### config.mk
export PLATFORM = sky130hd
export DESIGN_NAME = plhd_top
export DESIGN_NICKNAME = d
export VERILOG_FILES = /design/src/verilog/plhd_pkg.sv /design/src/verilog/plhd_axil.sv /design/src/verilog/plhd_lock_count.sv /design/src/verilog/plhd_top.sv
export SDC_FILE = /design/constraint.sdc
export NUM_CORES = 1
export LEC_CHECK = 0
export ABC_AREA = 0
export BUFFER_PORTS_ARGS = -buffer_cell sky130_fd_sc_hd__buf_2
export CORE_ASPECT_RATIO = 0.7
export CORE_UTILIZATION = 50
export CTS_CLUSTER_DIAMETER = 60
export DETAILED_ROUTE_END_ITERATION = 6
export PLACE_DENSITY = 0.68
export SLEW_MARGIN = 15
export SYNTH_ARGS = -nofsm -noshare
export SYNTH_HDL_FRONTEND = slang
export SYNTH_SLANG_ARGS = --single-unit
### constraint.sdc
create_clock -name I_SYS_CLK -period 4.4 [get_ports I_SYS_CLK]
set_clock_uncertainty 0.05 [all_clocks]
set_input_delay 0.22 -clock I_SYS_CLK [delete_from_list [all_inputs] [get_ports I_SYS_CLK]]
set_output_delay 0.22 -clock I_SYS_CLK [all_outputs]
set_load 0.05 [all_outputs]
### src/verilog/plhd_pkg.sv
// package for the loop lock detect and holdover block
// assumes a single 40 MHz system clock and an AXI4-Lite register port
`default_nettype none
package plhd_pkg;
	localparam int DATA_W = 32;
	localparam int ADDR_W = 8;
	localparam int DAC_W = 10;
	localparam int CNT_W = 14;
	localparam int WND_W = 8;
	localparam int MULT_W = 16;
	localparam int CNTR_W = 8;
	localparam int SEL_W = 3;
	localparam int TRACK_TOL = 2;
	localparam int UPDATE_LIMIT_KHZ = 100;

	// register byte addresses
	localparam logic [ADDR_W-1:0] REG_LOCK_CFG = 8'h00;
	localparam logic [ADDR_W-1:0] REG_STATUS_SEL = 8'h04;
	localparam logic [ADDR_W-1:0] REG_HOLD_CFG = 8'h08;
	localparam logic [ADDR_W-1:0] REG_DAC_CLK = 8'h0C;
	localparam logic [ADDR_W-1:0] REG_STATUS = 8'h10;
	localparam logic [ADDR_W-1:0] REG_DAC_RB = 8'h14;
	localparam logic [ADDR_W-1:0] REG_WINDOW = 8'h18;

	// field positions
	localparam int F_REF_CNT = 0;
	localparam int F_SYN_CNT = 16;
	localparam int F_SEL_A = 0;
	localparam int F_SEL_B = 4;
	localparam int F_HOLD_EN = 0;
	localparam int F_MAN_EN = 1;
	localparam int F_TRACK_EN = 2;
	localparam int F_FORCE = 3;
	localparam int F_MANUAL_DAC_CODE = 4;
	localparam int F_EXIT_CNT = 16;
	localparam int F_CNTR = 0;
	localparam int F_MULT = 8;
	localparam int F_REF_WND = 0;
	localparam int F_SYN_WND = 8;

	// reset values
	localparam logic [CNT_W-1:0] RST_LOCK_CNT = 14'h0400;
	localparam logic [CNT_W-1:0] RST_EXIT_CNT = 14'h0400;
	localparam logic [WND_W-1:0] RST_WND = 8'h04;
	localparam logic [MULT_W-1:0] RST_MULT = 16'h0004;
	localparam logic [CNTR_W-1:0] RST_CNTR = 8'h7F;
	localparam logic [DAC_W-1:0] RST_MANUAL_DAC_CODE = 10'h200;
	localparam logic [SEL_W-1:0] RST_SEL_A = 3'h0;
	localparam logic [SEL_W-1:0] RST_SEL_B = 3'h1;

	localparam logic [SEL_W-1:0] SEL_REF = 3'h0;
	localparam logic [SEL_W-1:0] SEL_SYN = 3'h1;
	localparam logic [SEL_W-1:0] SEL_BOTH = 3'h2;
	localparam logic [SEL_W-1:0] SEL_HOLD = 3'h3;
	localparam logic [SEL_W-1:0] SEL_DACLK = 3'h4;

	localparam logic [1:0] RESP_OKAY = 2'h0;
	localparam logic [1:0] RESP_SLVERR = 2'h2;

	typedef struct packed {
		logic valid;
		logic in_window;
	} plhd_cmp_s;

	typedef struct packed {
		logic hold_en;
		logic man_en;
		logic track_en;
		logic force_hold;
		logic [DAC_W-1:0] man_code;
		logic [CNT_W-1:0] exit_cnt;
	} plhd_hold_cfg_s;

	typedef enum logic [1:0] {
		ST_LOCKED_LOOP,
		ST_HOLDOVER
	} plhd_hold_e;
endpackage
`default_nettype wire

### src/verilog/plhd_axil.sv
// AXI4-Lite slave front end: single outstanding write and read
// assumes same clock as the register file; registers live in the top
`default_nettype none
module plhd_axil #(
	parameter int ADDR_W = plhd_pkg::ADDR_W
) (
	input wire logic i_clk,
	input wire logic i_nrst,
	input wire logic [ADDR_W-1:0] i_awaddr,
	input wire logic i_awvalid,
	output logic o_awready,
	input wire logic [31:0] i_wdata,
	input wire logic [3:0] i_wstrb,
	input wire logic i_wvalid,
	output logic o_wready,
	output logic [1:0] o_bresp,
	output logic o_bvalid,
	input wire logic i_bready,
	input wire logic [ADDR_W-1:0] i_araddr,
	input wire logic i_arvalid,
	output logic o_arready,
	output logic [31:0] o_rdata,
	output logic [1:0] o_rresp,
	output logic o_rvalid,
	input wire logic i_rready,
	output logic o_wr,
	output logic [ADDR_W-1:0] o_wr_addr,
	output logic [31:0] o_wr_data,
	output logic [3:0] o_wr_strb,
	input wire logic i_wr_ok,
	output logic o_rd,
	output logic [ADDR_W-1:0] o_rd_addr,
	input wire logic [31:0] i_rd_data,
	input wire logic i_rd_ok
);
	logic aw_full, w_full, bvalid, rvalid;
	logic [ADDR_W-1:0] aw_addr;
	logic [31:0] w_data, rdata;
	logic [3:0] w_strb;
	logic [1:0] bresp, rresp;
	logic next_aw_full, next_w_full, next_bvalid, next_rvalid;
	logic [ADDR_W-1:0] next_aw_addr;
	logic [31:0] next_w_data, next_rdata;
	logic [3:0] next_w_strb;
	logic [1:0] next_bresp, next_rresp;

	assign o_awready = !aw_full && !bvalid;
	assign o_wready = !w_full && !bvalid;
	assign o_arready = !rvalid;
	assign o_wr = aw_full && w_full && !bvalid;
	assign o_wr_addr = aw_addr;
	assign o_wr_data = w_data;
	assign o_wr_strb = w_strb;
	assign o_rd = i_arvalid && !rvalid;
	assign o_rd_addr = i_araddr;

	always_comb begin
		next_aw_full = aw_full;
		next_w_full = w_full;
		next_aw_addr = aw_addr;
		next_w_data = w_data;
		next_w_strb = w_strb;
		next_bvalid = bvalid;
		next_bresp = bresp;
		next_rvalid = rvalid;
		next_rdata = rdata;
		next_rresp = rresp;
		if (i_awvalid && o_awready) begin
			next_aw_full = 1'b1;
			next_aw_addr = i_awaddr;
		end
		if (i_wvalid && o_wready) begin
			next_w_full = 1'b1;
			next_w_data = i_wdata;
			next_w_strb = i_wstrb;
		end
		if (o_wr) begin
			next_aw_full = 1'b0;
			next_w_full = 1'b0;
			next_bvalid = 1'b1;
			next_bresp = i_wr_ok ? plhd_pkg::RESP_OKAY : plhd_pkg::RESP_SLVERR;
		end else if (bvalid && i_bready) begin
			next_bvalid = 1'b0;
		end
		if (o_rd) begin
			next_rvalid = 1'b1;
			next_rdata = i_rd_data;
			next_rresp = i_rd_ok ? plhd_pkg::RESP_OKAY : plhd_pkg::RESP_SLVERR;
		end else if (rvalid && i_rready) begin
			next_rvalid = 1'b0;
		end
	end

	always_ff @(posedge i_clk or negedge i_nrst) begin
		if (!i_nrst) begin
			aw_full <= 1'b0;
			w_full <= 1'b0;
			aw_addr <= '0;
			w_data <= '0;
			w_strb <= '0;
			bvalid <= 1'b0;
			bresp <= '0;
			rvalid <= 1'b0;
			rdata <= '0;
			rresp <= '0;
		end else begin
			aw_full <= next_aw_full;
			w_full <= next_w_full;
			aw_addr <= next_aw_addr;
			w_data <= next_w_data;
			w_strb <= next_w_strb;
			bvalid <= next_bvalid;
			bresp <= next_bresp;
			rvalid <= next_rvalid;
			rdata <= next_rdata;
			rresp <= next_rresp;
		end
	end

	assign o_bvalid = bvalid;
	assign o_bresp = bresp;
	assign o_rvalid = rvalid;
	assign o_rdata = rdata;
	assign o_rresp = rresp;
endmodule
`default_nettype wire

### src/verilog/plhd_lock_count.sv
// one loop's digital lock counter
// assumes comparison results are one-cycle strobes in the system domain
`default_nettype none
module plhd_lock_count #(
	parameter int CNT_W = plhd_pkg::CNT_W
) (
	input wire logic i_clk,
	input wire logic i_nrst,
	input wire plhd_pkg::plhd_cmp_s i_cmp,
	input wire logic [CNT_W-1:0] i_target,
	output logic o_lock,
	output logic [CNT_W-1:0] o_count
);
	initial begin
		if (CNT_W < 2) $error("CNT_W too small");
	end

	logic [CNT_W-1:0] count;
	logic lock;
	logic [CNT_W-1:0] next_count;
	logic next_lock;

	always_comb begin
		next_count = count;
		next_lock = lock;
		if (i_cmp.valid) begin
			if (i_cmp.in_window) begin
				if (count != i_target)
					next_count = count + 1'b1;
				if (count + 1'b1 >= i_target)
					next_lock = 1'b1;
			end else begin
				next_count = '0;
				next_lock = 1'b0;
			end
		end
	end

	always_ff @(posedge i_clk or negedge i_nrst) begin
		if (!i_nrst) begin
			count <= '0;
			lock <= 1'b0;
		end else begin
			count <= next_count;
			lock <= next_lock;
		end
	end

	assign o_lock = lock;
	assign o_count = count;
endmodule
`default_nettype wire

### src/verilog/plhd_top.sv
// lock detection for both loops and holdover control of the reference loop
// assumes phase comparator results arrive as pin levels (strobe, out-of-window error)
// from the analog front end and are synchronised here; tracked code comes
// from an external tuning-voltage ADC sampled on the same strobe
// Operation
// - each in-window comparison increments that loop's lock counter up to the lock count
// - lock indicated when counter reaches the programmed lock count
// - one out-of-window comparison drops lock indication at once
// - status pins select reference, synthesizer or both loops' lock
// - holdover only allowed with holdover enable set
// - manual enable drives tuning output with manual code in holdover
// - tracking without manual enable drives tracked code in holdover
// - DAC-acquired flag set once tracking settles, routable to status pins
// - tracked code updates every multiplier times counter reference cycles
// - manual enable wins over tracking at holdover entry
// - present DAC code readable by host at any time
// - acquired tracked code stays within two codes of tuning value
// - holdover entry puts reference charge pump in high impedance
// - reference loop lock deasserted during holdover
// - holdover status asserted and routable to either status pin
// - synthesizer lock kept through holdover if locked at entry and not lost since
// - reference loop keeps comparing during holdover
// - holdover exits when in-window comparisons counted in holdover reach the holdover exit count
`default_nettype none
module plhd_top #(
	parameter int DAC_W = plhd_pkg::DAC_W,
	parameter int CNT_W = plhd_pkg::CNT_W
) (
	input wire logic I_SYS_CLK,
	input wire logic I_NRST,
	input wire logic I_REF_CMP_STB,
	input wire logic I_REF_CMP_ERR,
	input wire logic I_SYN_CMP_STB,
	input wire logic I_SYN_CMP_ERR,
	input wire logic I_REF_LOS,
	input wire logic [DAC_W-1:0] I_TUNE_SAMPLE,
	input wire logic [plhd_pkg::ADDR_W-1:0] I_AWADDR,
	input wire logic I_AWVALID,
	output logic O_AWREADY,
	input wire logic [31:0] I_WDATA,
	input wire logic [3:0] I_WSTRB,
	input wire logic I_WVALID,
	output logic O_WREADY,
	output logic [1:0] O_BRESP,
	output logic O_BVALID,
	input wire logic I_BREADY,
	input wire logic [plhd_pkg::ADDR_W-1:0] I_ARADDR,
	input wire logic I_ARVALID,
	output logic O_ARREADY,
	output logic [31:0] O_RDATA,
	output logic [1:0] O_RRESP,
	output logic O_RVALID,
	input wire logic I_RREADY,
	output logic O_STATUS_PIN_A,
	output logic O_STATUS_PIN_B,
	output logic O_REF_CP_TRISTATE,
	output logic O_TUNING_DAC_DRIVE,
	output logic [DAC_W-1:0] O_TUNING_DAC_CODE
);
	initial begin
		if (DAC_W != plhd_pkg::DAC_W || CNT_W != plhd_pkg::CNT_W)
			$error("widths must match the register layout");
	end

	//==========================================================
	// input synchronisers
	//==========================================================
	logic [4:0] sync1, sync2;
	logic ref_stb_d, syn_stb_d;
	logic [DAC_W-1:0] tune_s1, tune_s2;
	always_ff @(posedge I_SYS_CLK or negedge I_NRST) begin
		if (!I_NRST) begin
			sync1 <= '0;
			sync2 <= '0;
			ref_stb_d <= 1'b0;
			syn_stb_d <= 1'b0;
			tune_s1 <= '0;
			tune_s2 <= '0;
		end else begin
			sync1 <= {I_REF_LOS, I_REF_CMP_STB, I_REF_CMP_ERR,
				I_SYN_CMP_STB, I_SYN_CMP_ERR};
			sync2 <= sync1;
			ref_stb_d <= sync2[3];
			syn_stb_d <= sync2[1];
			tune_s1 <= I_TUNE_SAMPLE;
			tune_s2 <= tune_s1;
		end
	end
	// comparison error pin high means outside the window
	plhd_pkg::plhd_cmp_s ref_cmp, syn_cmp;
	assign ref_cmp.valid = sync2[3] && !ref_stb_d;
	assign ref_cmp.in_window = !sync2[2];
	assign syn_cmp.valid = sync2[1] && !syn_stb_d;
	assign syn_cmp.in_window = !sync2[0];

	//==========================================================
	// registers
	//==========================================================
	logic [CNT_W-1:0] ref_lock_count, synth_loop_lock_count;
	logic [plhd_pkg::SEL_W-1:0] status_a_select, status_b_select;
	plhd_pkg::plhd_hold_cfg_s hcfg;
	logic [plhd_pkg::MULT_W-1:0] dac_clock_multiplier;
	logic [plhd_pkg::CNTR_W-1:0] dac_clock_counter;
	logic [plhd_pkg::WND_W-1:0] ref_loop_window_size, syn_window_size;
	logic cfg_wr;

	logic wr, rd;
	logic [plhd_pkg::ADDR_W-1:0] wr_addr, rd_addr;
	logic [31:0] wr_data, rd_data;
	logic [3:0] wr_strb;
	logic wr_ok, rd_ok;

	plhd_axil u_axil (
		.i_clk(I_SYS_CLK),
		.i_nrst(I_NRST),
		.i_awaddr(I_AWADDR),
		.i_awvalid(I_AWVALID),
		.o_awready(O_AWREADY),
		.i_wdata(I_WDATA),
		.i_wstrb(I_WSTRB),
		.i_wvalid(I_WVALID),
		.o_wready(O_WREADY),
		.o_bresp(O_BRESP),
		.o_bvalid(O_BVALID),
		.i_bready(I_BREADY),
		.i_araddr(I_ARADDR),
		.i_arvalid(I_ARVALID),
		.o_arready(O_ARREADY),
		.o_rdata(O_RDATA),
		.o_rresp(O_RRESP),
		.o_rvalid(O_RVALID),
		.i_rready(I_RREADY),
		.o_wr(wr),
		.o_wr_addr(wr_addr),
		.o_wr_data(wr_data),
		.o_wr_strb(wr_strb),
		.i_wr_ok(wr_ok),
		.o_rd(rd),
		.o_rd_addr(rd_addr),
		.i_rd_data(rd_data),
		.i_rd_ok(rd_ok)
	);

	// whole-word writes only; strobes other than all-ones are ignored
	logic wr_full;
	assign wr_full = wr && (wr_strb == 4'hF);
	assign wr_ok = (wr_addr == plhd_pkg::REG_LOCK_CFG) ||
		(wr_addr == plhd_pkg::REG_STATUS_SEL) ||
		(wr_addr == plhd_pkg::REG_HOLD_CFG) ||
		(wr_addr == plhd_pkg::REG_DAC_CLK) ||
		(wr_addr == plhd_pkg::REG_WINDOW);

	always_ff @(posedge I_SYS_CLK or negedge I_NRST) begin
		if (!I_NRST) begin
			ref_lock_count <= plhd_pkg::RST_LOCK_CNT;
			synth_loop_lock_count <= plhd_pkg::RST_LOCK_CNT;
			status_a_select <= plhd_pkg::RST_SEL_A;
			status_b_select <= plhd_pkg::RST_SEL_B;
			hcfg <= '{1'b0, 1'b0, 1'b0, 1'b0, plhd_pkg::RST_MANUAL_DAC_CODE,
				plhd_pkg::RST_EXIT_CNT};
			dac_clock_multiplier <= plhd_pkg::RST_MULT;
			dac_clock_counter <= plhd_pkg::RST_CNTR;
			ref_loop_window_size <= plhd_pkg::RST_WND;
			syn_window_size <= plhd_pkg::RST_WND;
			cfg_wr <= 1'b0;
		end else begin
			cfg_wr <= wr_full && wr_ok;
			if (wr_full) begin
				case (wr_addr)
				plhd_pkg::REG_LOCK_CFG: begin
					ref_lock_count <= wr_data[plhd_pkg::F_REF_CNT +: CNT_W];
					synth_loop_lock_count <= wr_data[plhd_pkg::F_SYN_CNT +: CNT_W];
				end
				plhd_pkg::REG_STATUS_SEL: begin
					status_a_select <= wr_data[plhd_pkg::F_SEL_A +: plhd_pkg::SEL_W];
					status_b_select <= wr_data[plhd_pkg::F_SEL_B +: plhd_pkg::SEL_W];
				end
				plhd_pkg::REG_HOLD_CFG: begin
					hcfg.hold_en <= wr_data[plhd_pkg::F_HOLD_EN];
					hcfg.man_en <= wr_data[plhd_pkg::F_MAN_EN];
					hcfg.track_en <= wr_data[plhd_pkg::F_TRACK_EN];
					hcfg.force_hold <= wr_data[plhd_pkg::F_FORCE];
					hcfg.man_code <= wr_data[plhd_pkg::F_MANUAL_DAC_CODE +: DAC_W];
					hcfg.exit_cnt <= wr_data[plhd_pkg::F_EXIT_CNT +: CNT_W];
				end
				plhd_pkg::REG_DAC_CLK: begin
					dac_clock_counter <= wr_data[plhd_pkg::F_CNTR +: plhd_pkg::CNTR_W];
					dac_clock_multiplier <= wr_data[plhd_pkg::F_MULT +: plhd_pkg::MULT_W];
				end
				plhd_pkg::REG_WINDOW: begin
					ref_loop_window_size <= wr_data[plhd_pkg::F_REF_WND +: plhd_pkg::WND_W];
					syn_window_size <= wr_data[plhd_pkg::F_SYN_WND +: plhd_pkg::WND_W];
				end
				default: begin
				end
				endcase
			end
		end
	end

	//==========================================================
	// lock counters
	//==========================================================
	logic ref_lock_raw, syn_lock_raw;
	logic [CNT_W-1:0] ref_cnt_now;
	plhd_lock_count u_ref_lock (
		.i_clk(I_SYS_CLK),
		.i_nrst(I_NRST),
		.i_cmp(ref_cmp),
		.i_target(ref_lock_count),
		.o_lock(ref_lock_raw),
		.o_count(ref_cnt_now)
	);
	plhd_lock_count u_syn_lock (
		.i_clk(I_SYS_CLK),
		.i_nrst(I_NRST),
		.i_cmp(syn_cmp),
		.i_target(synth_loop_lock_count),
		.o_lock(syn_lock_raw),
		.o_count()
	);

	//==========================================================
	// holdover control
	//==========================================================
	plhd_pkg::plhd_hold_e state, next_state;
	logic [DAC_W-1:0] dac_code, next_dac_code;
	logic dac_acq, next_dac_acq;
	logic syn_keep, next_syn_keep;
	logic [plhd_pkg::MULT_W-1:0] mult_cnt, next_mult_cnt;
	logic [plhd_pkg::CNTR_W-1:0] cntr_cnt, next_cntr_cnt;
	logic hold_cnt_run, next_hold_cnt_run;
	logic [CNT_W-1:0] exit_run, next_exit_run;
	logic in_hold;
	logic entry;
	logic upd;

	assign in_hold = (state == plhd_pkg::ST_HOLDOVER);
	assign entry = hcfg.hold_en && (sync2[4] || hcfg.force_hold);
	// update strobe after multiplier * counter reference comparisons
	assign upd = ref_cmp.valid && (mult_cnt + 1'b1 >= dac_clock_multiplier) &&
		(cntr_cnt + 1'b1 >= dac_clock_counter);

	function automatic logic near_code(input logic [9:0] a, input logic [9:0] b);
		logic [9:0] d;
		d = (a > b) ? a - b : b - a;
		return d <= 10'(plhd_pkg::TRACK_TOL);
	endfunction

	always_comb begin
		next_state = state;
		next_dac_code = dac_code;
		next_dac_acq = dac_acq;
		next_syn_keep = syn_keep;
		next_mult_cnt = mult_cnt;
		next_cntr_cnt = cntr_cnt;
		next_exit_run = exit_run;
		next_hold_cnt_run = hold_cnt_run;
		case (state)
		plhd_pkg::ST_LOCKED_LOOP: begin
			if (hcfg.track_en && ref_cmp.valid) begin
				if (upd) begin
					next_mult_cnt = '0;
					next_cntr_cnt = '0;
					next_dac_code = tune_s2;
					next_dac_acq = near_code(tune_s2, dac_code);
				end else if (mult_cnt + 1'b1 >= dac_clock_multiplier) begin
					next_mult_cnt = '0;
					next_cntr_cnt = cntr_cnt + 1'b1;
				end else begin
					next_mult_cnt = mult_cnt + 1'b1;
				end
			end
			if (!hcfg.track_en)
				next_dac_acq = 1'b0;
			if (entry) begin
				next_state = plhd_pkg::ST_HOLDOVER;
				next_syn_keep = syn_lock_raw;
				next_exit_run = '0;
				next_hold_cnt_run = 1'b0;
				if (hcfg.man_en)
					next_dac_code = hcfg.man_code;
			end
		end
		plhd_pkg::ST_HOLDOVER: begin
			if (hcfg.man_en)
				next_dac_code = hcfg.man_code;
			next_hold_cnt_run = 1'b1;
			if (ref_cmp.valid) begin
				if (!ref_cmp.in_window)
					next_exit_run = '0;
				else if (exit_run != hcfg.exit_cnt)
					next_exit_run = exit_run + 1'b1;
			end
			if (!syn_lock_raw)
				next_syn_keep = 1'b0;
			// manual exit on any configuration write, else once exit_run reaches the exit count; neither while forced
			if (cfg_wr && !hcfg.force_hold)
				next_state = plhd_pkg::ST_LOCKED_LOOP;
			else if (hold_cnt_run && !hcfg.force_hold &&
				exit_run >= hcfg.exit_cnt)
				next_state = plhd_pkg::ST_LOCKED_LOOP;
			if (!hcfg.hold_en)
				next_state = plhd_pkg::ST_LOCKED_LOOP;
		end
		default: next_state = plhd_pkg::ST_LOCKED_LOOP;
		endcase
	end

	always_ff @(posedge I_SYS_CLK or negedge I_NRST) begin
		if (!I_NRST) begin
			state <= plhd_pkg::ST_LOCKED_LOOP;
			dac_code <= '0;
			dac_acq <= 1'b0;
			syn_keep <= 1'b0;
			mult_cnt <= '0;
			cntr_cnt <= '0;
			exit_run <= '0;
			hold_cnt_run <= 1'b0;
		end else begin
			state <= next_state;
			dac_code <= next_dac_code;
			dac_acq <= next_dac_acq;
			syn_keep <= next_syn_keep;
			mult_cnt <= next_mult_cnt;
			cntr_cnt <= next_cntr_cnt;
			exit_run <= next_exit_run;
			hold_cnt_run <= next_hold_cnt_run;
		end
	end

	//==========================================================
	// status routing and outputs
	//==========================================================
	logic ref_lock, syn_lock;
	assign ref_lock = ref_lock_raw && !in_hold;
	assign syn_lock = in_hold ? syn_keep : syn_lock_raw;

	function automatic logic route(input logic [2:0] sel, input logic r,
		input logic s, input logic h, input logic a);
		case (sel)
		plhd_pkg::SEL_REF: route = r;
		plhd_pkg::SEL_SYN: route = s;
		plhd_pkg::SEL_BOTH: route = r && s;
		plhd_pkg::SEL_HOLD: route = h;
		plhd_pkg::SEL_DACLK: route = a;
		default: route = 1'b0;
		endcase
	endfunction

	always_ff @(posedge I_SYS_CLK or negedge I_NRST) begin
		if (!I_NRST) begin
			O_STATUS_PIN_A <= 1'b0;
			O_STATUS_PIN_B <= 1'b0;
			O_REF_CP_TRISTATE <= 1'b0;
			O_TUNING_DAC_DRIVE <= 1'b0;
			O_TUNING_DAC_CODE <= '0;
		end else begin
			O_STATUS_PIN_A <= route(status_a_select, ref_lock, syn_lock,
				in_hold, dac_acq);
			O_STATUS_PIN_B <= route(status_b_select, ref_lock, syn_lock,
				in_hold, dac_acq);
			O_REF_CP_TRISTATE <= in_hold;
			O_TUNING_DAC_DRIVE <= in_hold;
			O_TUNING_DAC_CODE <= dac_code;
		end
	end

	always_comb begin
		rd_ok = 1'b1;
		rd_data = '0;
		case (rd_addr)
		plhd_pkg::REG_LOCK_CFG: begin
			rd_data[plhd_pkg::F_REF_CNT +: CNT_W] = ref_lock_count;
			rd_data[plhd_pkg::F_SYN_CNT +: CNT_W] = synth_loop_lock_count;
		end
		plhd_pkg::REG_STATUS_SEL: begin
			rd_data[plhd_pkg::F_SEL_A +: plhd_pkg::SEL_W] = status_a_select;
			rd_data[plhd_pkg::F_SEL_B +: plhd_pkg::SEL_W] = status_b_select;
		end
		plhd_pkg::REG_HOLD_CFG: begin
			rd_data[plhd_pkg::F_HOLD_EN] = hcfg.hold_en;
			rd_data[plhd_pkg::F_MAN_EN] = hcfg.man_en;
			rd_data[plhd_pkg::F_TRACK_EN] = hcfg.track_en;
			rd_data[plhd_pkg::F_FORCE] = hcfg.force_hold;
			rd_data[plhd_pkg::F_MANUAL_DAC_CODE +: DAC_W] = hcfg.man_code;
			rd_data[plhd_pkg::F_EXIT_CNT +: CNT_W] = hcfg.exit_cnt;
		end
		plhd_pkg::REG_DAC_CLK: begin
			rd_data[plhd_pkg::F_CNTR +: plhd_pkg::CNTR_W] = dac_clock_counter;
			rd_data[plhd_pkg::F_MULT +: plhd_pkg::MULT_W] = dac_clock_multiplier;
		end
		plhd_pkg::REG_STATUS:
			rd_data[4:0] = {dac_acq, in_hold, syn_lock, ref_lock, ref_lock_raw};
		plhd_pkg::REG_DAC_RB:
			rd_data[DAC_W-1:0] = dac_code;
		plhd_pkg::REG_WINDOW: begin
			rd_data[plhd_pkg::F_REF_WND +: plhd_pkg::WND_W] = ref_loop_window_size;
			rd_data[plhd_pkg::F_SYN_WND +: plhd_pkg::WND_W] = syn_window_size;
		end
		default: rd_ok = 1'b0;
		endcase
	end
	// window sizes are only stored for read-back; ref count is left unused
	logic unused_ok;
	assign unused_ok = ^ref_cnt_now;
endmodule
`default_nettype wire
==> impl_metrics.ini <==
[run_status]
outcome = complete, no violations

[routing]
routed_via_density = 5.74
detail_route.wl_per_cell_um = 19.6
drtAntennaViolNets = 0
drt_iter0_drc = 1053
detail_route.drc_violations = 0
drtPass1Iterations = 5
route.final.wire_length_um = 42500
routed-via-count = 12476

[critical_path]
timing.critical_path.required_ns = 4.80
timing.critical_path.slowest_stage_cell = sky130_fd_sc_hd__nor2_1
critPathCaptureType = register
criticalPathCategory = register to register
timing.critical_path.cells = and3_1 > and3_1 > and3_1 > and3_1 > and3_1 > xor2_1 > ha_1 > a21o_1 > a21oi_1 > nor2b_1 > a211o_1 > buf_4 > nor2_1 > mux2_2
critical_path_arrival_ns = 4.47
r2r_setup_slack_ns = 0.33
worstPathMaxFanout = 9
cpMostUsedCell = sky130_fd_sc_hd__and3_1
worst_setup_path_start_kind = register
cpPeakStageDelay_ns = 0.50

[floorplan]
floorplan.rows = 54
dieWidth_um = 216
io_pins = 129
fp.dieArea_sq_mm = 0.0329
die_h_um = 152
design.core.area_sq_mm = 0.0314
initial_util = 0.512

[power_and_ir_drop]
power_frac_clock = 0.363
p_int_w = 0.00561
switchingPower_w = 0.00246
leakage_dissipation_nw = 9.00
power.density_cell_area_mw_per_mm2 = 427
pwr-share-comb = 0.192
p_total_w = 0.00807
sequentialPowerShare = 0.445
p_sw_frac = 0.305
vdd.ir_drop.worst_v = 0.000620

[logic_synthesis]
synth_largest_type_area_fraction = 0.456
post_synth.cell_area_avg_sq_um = 10.4
synth.area.mux_share = 0.0884
synth.lib_cells_used.distinct = 77
synth_flop_cell = sky130_fd_sc_hd__dfrtp_1
synthXorXnorAreaFrac = 0.0436
async_reset_ff_frac = 1.00
post_synth_fa_ha_maj_area_fraction = 0.0725
synthesis.instances = 1553
synth_area_sq_mm = 0.0161
synth_compound_area_frac = 0.140
synth-simple-area-share = 0.128
synth_top_cell_by_area = sky130_fd_sc_hd__dfrtp_1
postSynthRegisterBits = 308
synth_enable_flop_cells = 0
synth_sequential_area_ratio = 0.480
number_of_warnings_reported_in_the_yosys_synthesis_log = 0
netlist_top_cells_area = sky130_fd_sc_hd__dfrtp_1 46%, sky130_fd_sc_hd__ha_1 7.0%, sky130_fd_sc_hd__mux2_2 6.5%
main_combinational_cell_family_by_area_after_synthesis = compound AO/OA/AOI/OAI gates

[grt]
first_pass_grt_wire_length_um = 67800
grtUsageTotal = 0.263
globalRoute.totalOverflow = 0
first_global_vias = 12243
maximum_number_of_pins_on_one_net_before_global_route_repair = 107
grt_antenna_before_repair = 1

[cells_and_area]
finish.net_count = 1894
utilization = 0.602
mostFrequentLayoutCells = 293 x sky130_fd_sc_hd__dfrtp_1, 127 x sky130_fd_sc_hd__nand2_1, 124 x sky130_fd_sc_hd__o21ai_0
most_common_cell_after_layout_fill_and_taps_aside = sky130_fd_sc_hd__dfrtp_1
final_layout_size_suffix_gt1_frac = 0.196
flow.area_growth_from_synthesis_pct = 17.6

[clock_network]
cts_buffers = 34
clock_insertion_delay_worst_skew_ns = 0.52
tritoncts = yes
clk_transition_reported_paths_ns = 0.06
clock-root-buffer = sky130_fd_sc_hd__clkbuf_16
clock_path_buffers = 3
count_of_buffers_added_by_post_cts_timing_repair_for_setup = 0
clkSinkCount = 308
clock_tree.htree_level_count = 2

[min_path]
min-delay-path-class = input port to register

[sta]
hold_vio_cnt_final = 0
period_needed_ns = 4.07
slew-limit-headroom = 0.231
finalCritPeriodShare = 0.925
slew_of_the_pin_with_the_lowest_slew_margin_ns = 1.15
finalMaxSlewViolations = 0
setup_tns_ns = 0
clock.fmax_mhz = 246
rsz0062_at_grt = no
timing.final.setup_violations = 0

[job]
max_cap_violations = 0

[placed_design]
placement.io_buffers = 122
place_congestion = 0.912
place_hpwl_um = 30700
==> power groups by stage <==
stage | Clock, W | Combinational, W | Sequential (W)
global route | 0.00309 | 0.00168 | 0.00364
finish | 0.00293 | 0.00155 | 0.00359
CTS | 0.00298 | 0.00154 | 0.00358
detailed placement | 0 | 0.00149 | 0.00363
global placement | 0 | 0.00146 | 0.00362
floorplan | 0 | 0.000969 | 0.00360
==> synth_stat cells, types with 4 or more instances <==
cell,count
sky130_fd_sc_hd__dfstp_2,15
sky130_fd_sc_hd__nand4_1,19
sky130_fd_sc_hd__ha_1,90
sky130_fd_sc_hd__a31oi_1,15
sky130_fd_sc_hd__clkbuf_1,41
sky130_fd_sc_hd__mux2_2,93
sky130_fd_sc_hd__or2_2,6
sky130_fd_sc_hd__nor2_1,92
sky130_fd_sc_hd__and2_1,6
sky130_fd_sc_hd__o31a_1,4
sky130_fd_sc_hd__nor4_1,7
sky130_fd_sc_hd__o21ai_0,124
sky130_fd_sc_hd__dfrtp_1,293
sky130_fd_sc_hd__a21oi_1,48
sky130_fd_sc_hd__nand2_1,127
sky130_fd_sc_hd__and3_1,20
sky130_fd_sc_hd__nand2b_1,8
sky130_fd_sc_hd__nor2b_1,43
sky130_fd_sc_hd__a21o_1,27
sky130_fd_sc_hd__nor3_1,15
sky130_fd_sc_hd__o22ai_1,19
sky130_fd_sc_hd__a222oi_1,4
sky130_fd_sc_hd__nor3b_1,4
sky130_fd_sc_hd__xnor2_1,37
sky130_fd_sc_hd__inv_1,115
sky130_fd_sc_hd__a22o_1,21
sky130_fd_sc_hd__a31o_2,14
sky130_fd_sc_hd__a22oi_1,7
sky130_fd_sc_hd__nand3_1,42
sky130_fd_sc_hd__o31ai_1,4
sky130_fd_sc_hd__buf_4,8
sky130_fd_sc_hd__buf_2,12
sky130_fd_sc_hd__mux2i_1,34
sky130_fd_sc_hd__xor2_1,43
sky130_fd_sc_hd__or3_1,6
sky130_fd_sc_hd__a221oi_1,17
sky130_fd_sc_hd__a211oi_1,9
==> through the flow <==
step | hold slack [ns] | setup WS, ns | cell area (sq um) | instances
3_5_place_dp | 0.279 | 0.413 | 17100 | 2052
4_1_cts | 0.214 | 0.326 | 18900 | 2174
3_3_place_gp | 0.278 | 0.521 | 17100 | 2052
2_1_floorplan | -0.126 | 1.11 | 16100 | 1556
5_1_grt | 0.236 | 0.0666 | 18900 | 2175
6_report | 0.231 | 0.332 | 18900 | 2175
==> worst paths after layout <==
kind                            depth (start not counted)   startpoint                    end
worst max-delay path                                   14  mult_cnt[2]            mult_cnt[0]
worst max register to register                         14  mult_cnt[2]            mult_cnt[0]
worst min register to register                          0   tune_s1[7]             tune_s2[7]
min in group asynchronous                               2       I_NRST             tune_s1[9]
worst min-delay path                                    3    I_AWVALID         u_axil.aw_full
max in group asynchronous                               3       I_NRST  u_syn_lock.o_count[1]
==> what timing repair did <==
item | in CTS | in global routing
hold endpoints to repair | 157 | 0
gates resized for setup | 0 | 0
hold buffers | 60 | 0
==> final cells by class <==
cell class,count,area (sq um)
fill,2657,12500
tap,420,526
inverter,116,435
sequential,308,7730
clock buffer,53,1060
timing repair buffer,204,1410
antenna,1,2.50
clock inverter,9,108
multi-input combinational,1064,7640
==> state kept, by name (all words and copies together), names as in the netlist, 10 cells and up <==
signal,count
dac_clock_multiplier,16
dac_code,10
tune_s2,10
tune_s1,10
synth_loop_lock_count,14
hcfg,28
exit_run,14
u_axil.o_wr_data,30
u_syn_lock.o_count,14
ref_lock_count,14
u_axil.o_rdata,30
mult_cnt,16
u_ref_lock.o_count,14
O_TUNING_DAC_CODE,10
==> cells by family (layout without fill, tap and decap cells) <==
kind of cell,count (synthesis),after routing
DFF,308,308
other,1,5
and+or+nand+nor,413,413
AOI/OAI and AO/OA,346,346
buffers and inverters,184,382
muxes,129,129
xor gates and xnor gates,80,80
adders and majority gates,92,92
==> worst max-delay path: cells and delay by family (launching register included) <==
| family | cells | cell delay (ns) |
|---|---|---|
| compound gates | 3 | 0.71 |
| xor+xnor | 1 | 0.20 |
| fa+ha+maj | 1 | 0.27 |
| buf+inv | 1 | 0.22 |
| flops | 1 | 0.46 |
| mux | 1 | 0.28 |
| simple gates | 7 | 1.80 |
==> layer usage <==
layer | vias to the layer above | part of all wire | global-route usage
met3 | 59 | 0.066 | 0.0404
met2 | 431 | 0.42 | 0.373
met1 | 6177 | 0.50 | 0.416
li1 | 5809 | - | -
met4 | 0 | 0.021 | 0.0691
met5 | - | 0 | 0
(Power assumes the default switching activity.)
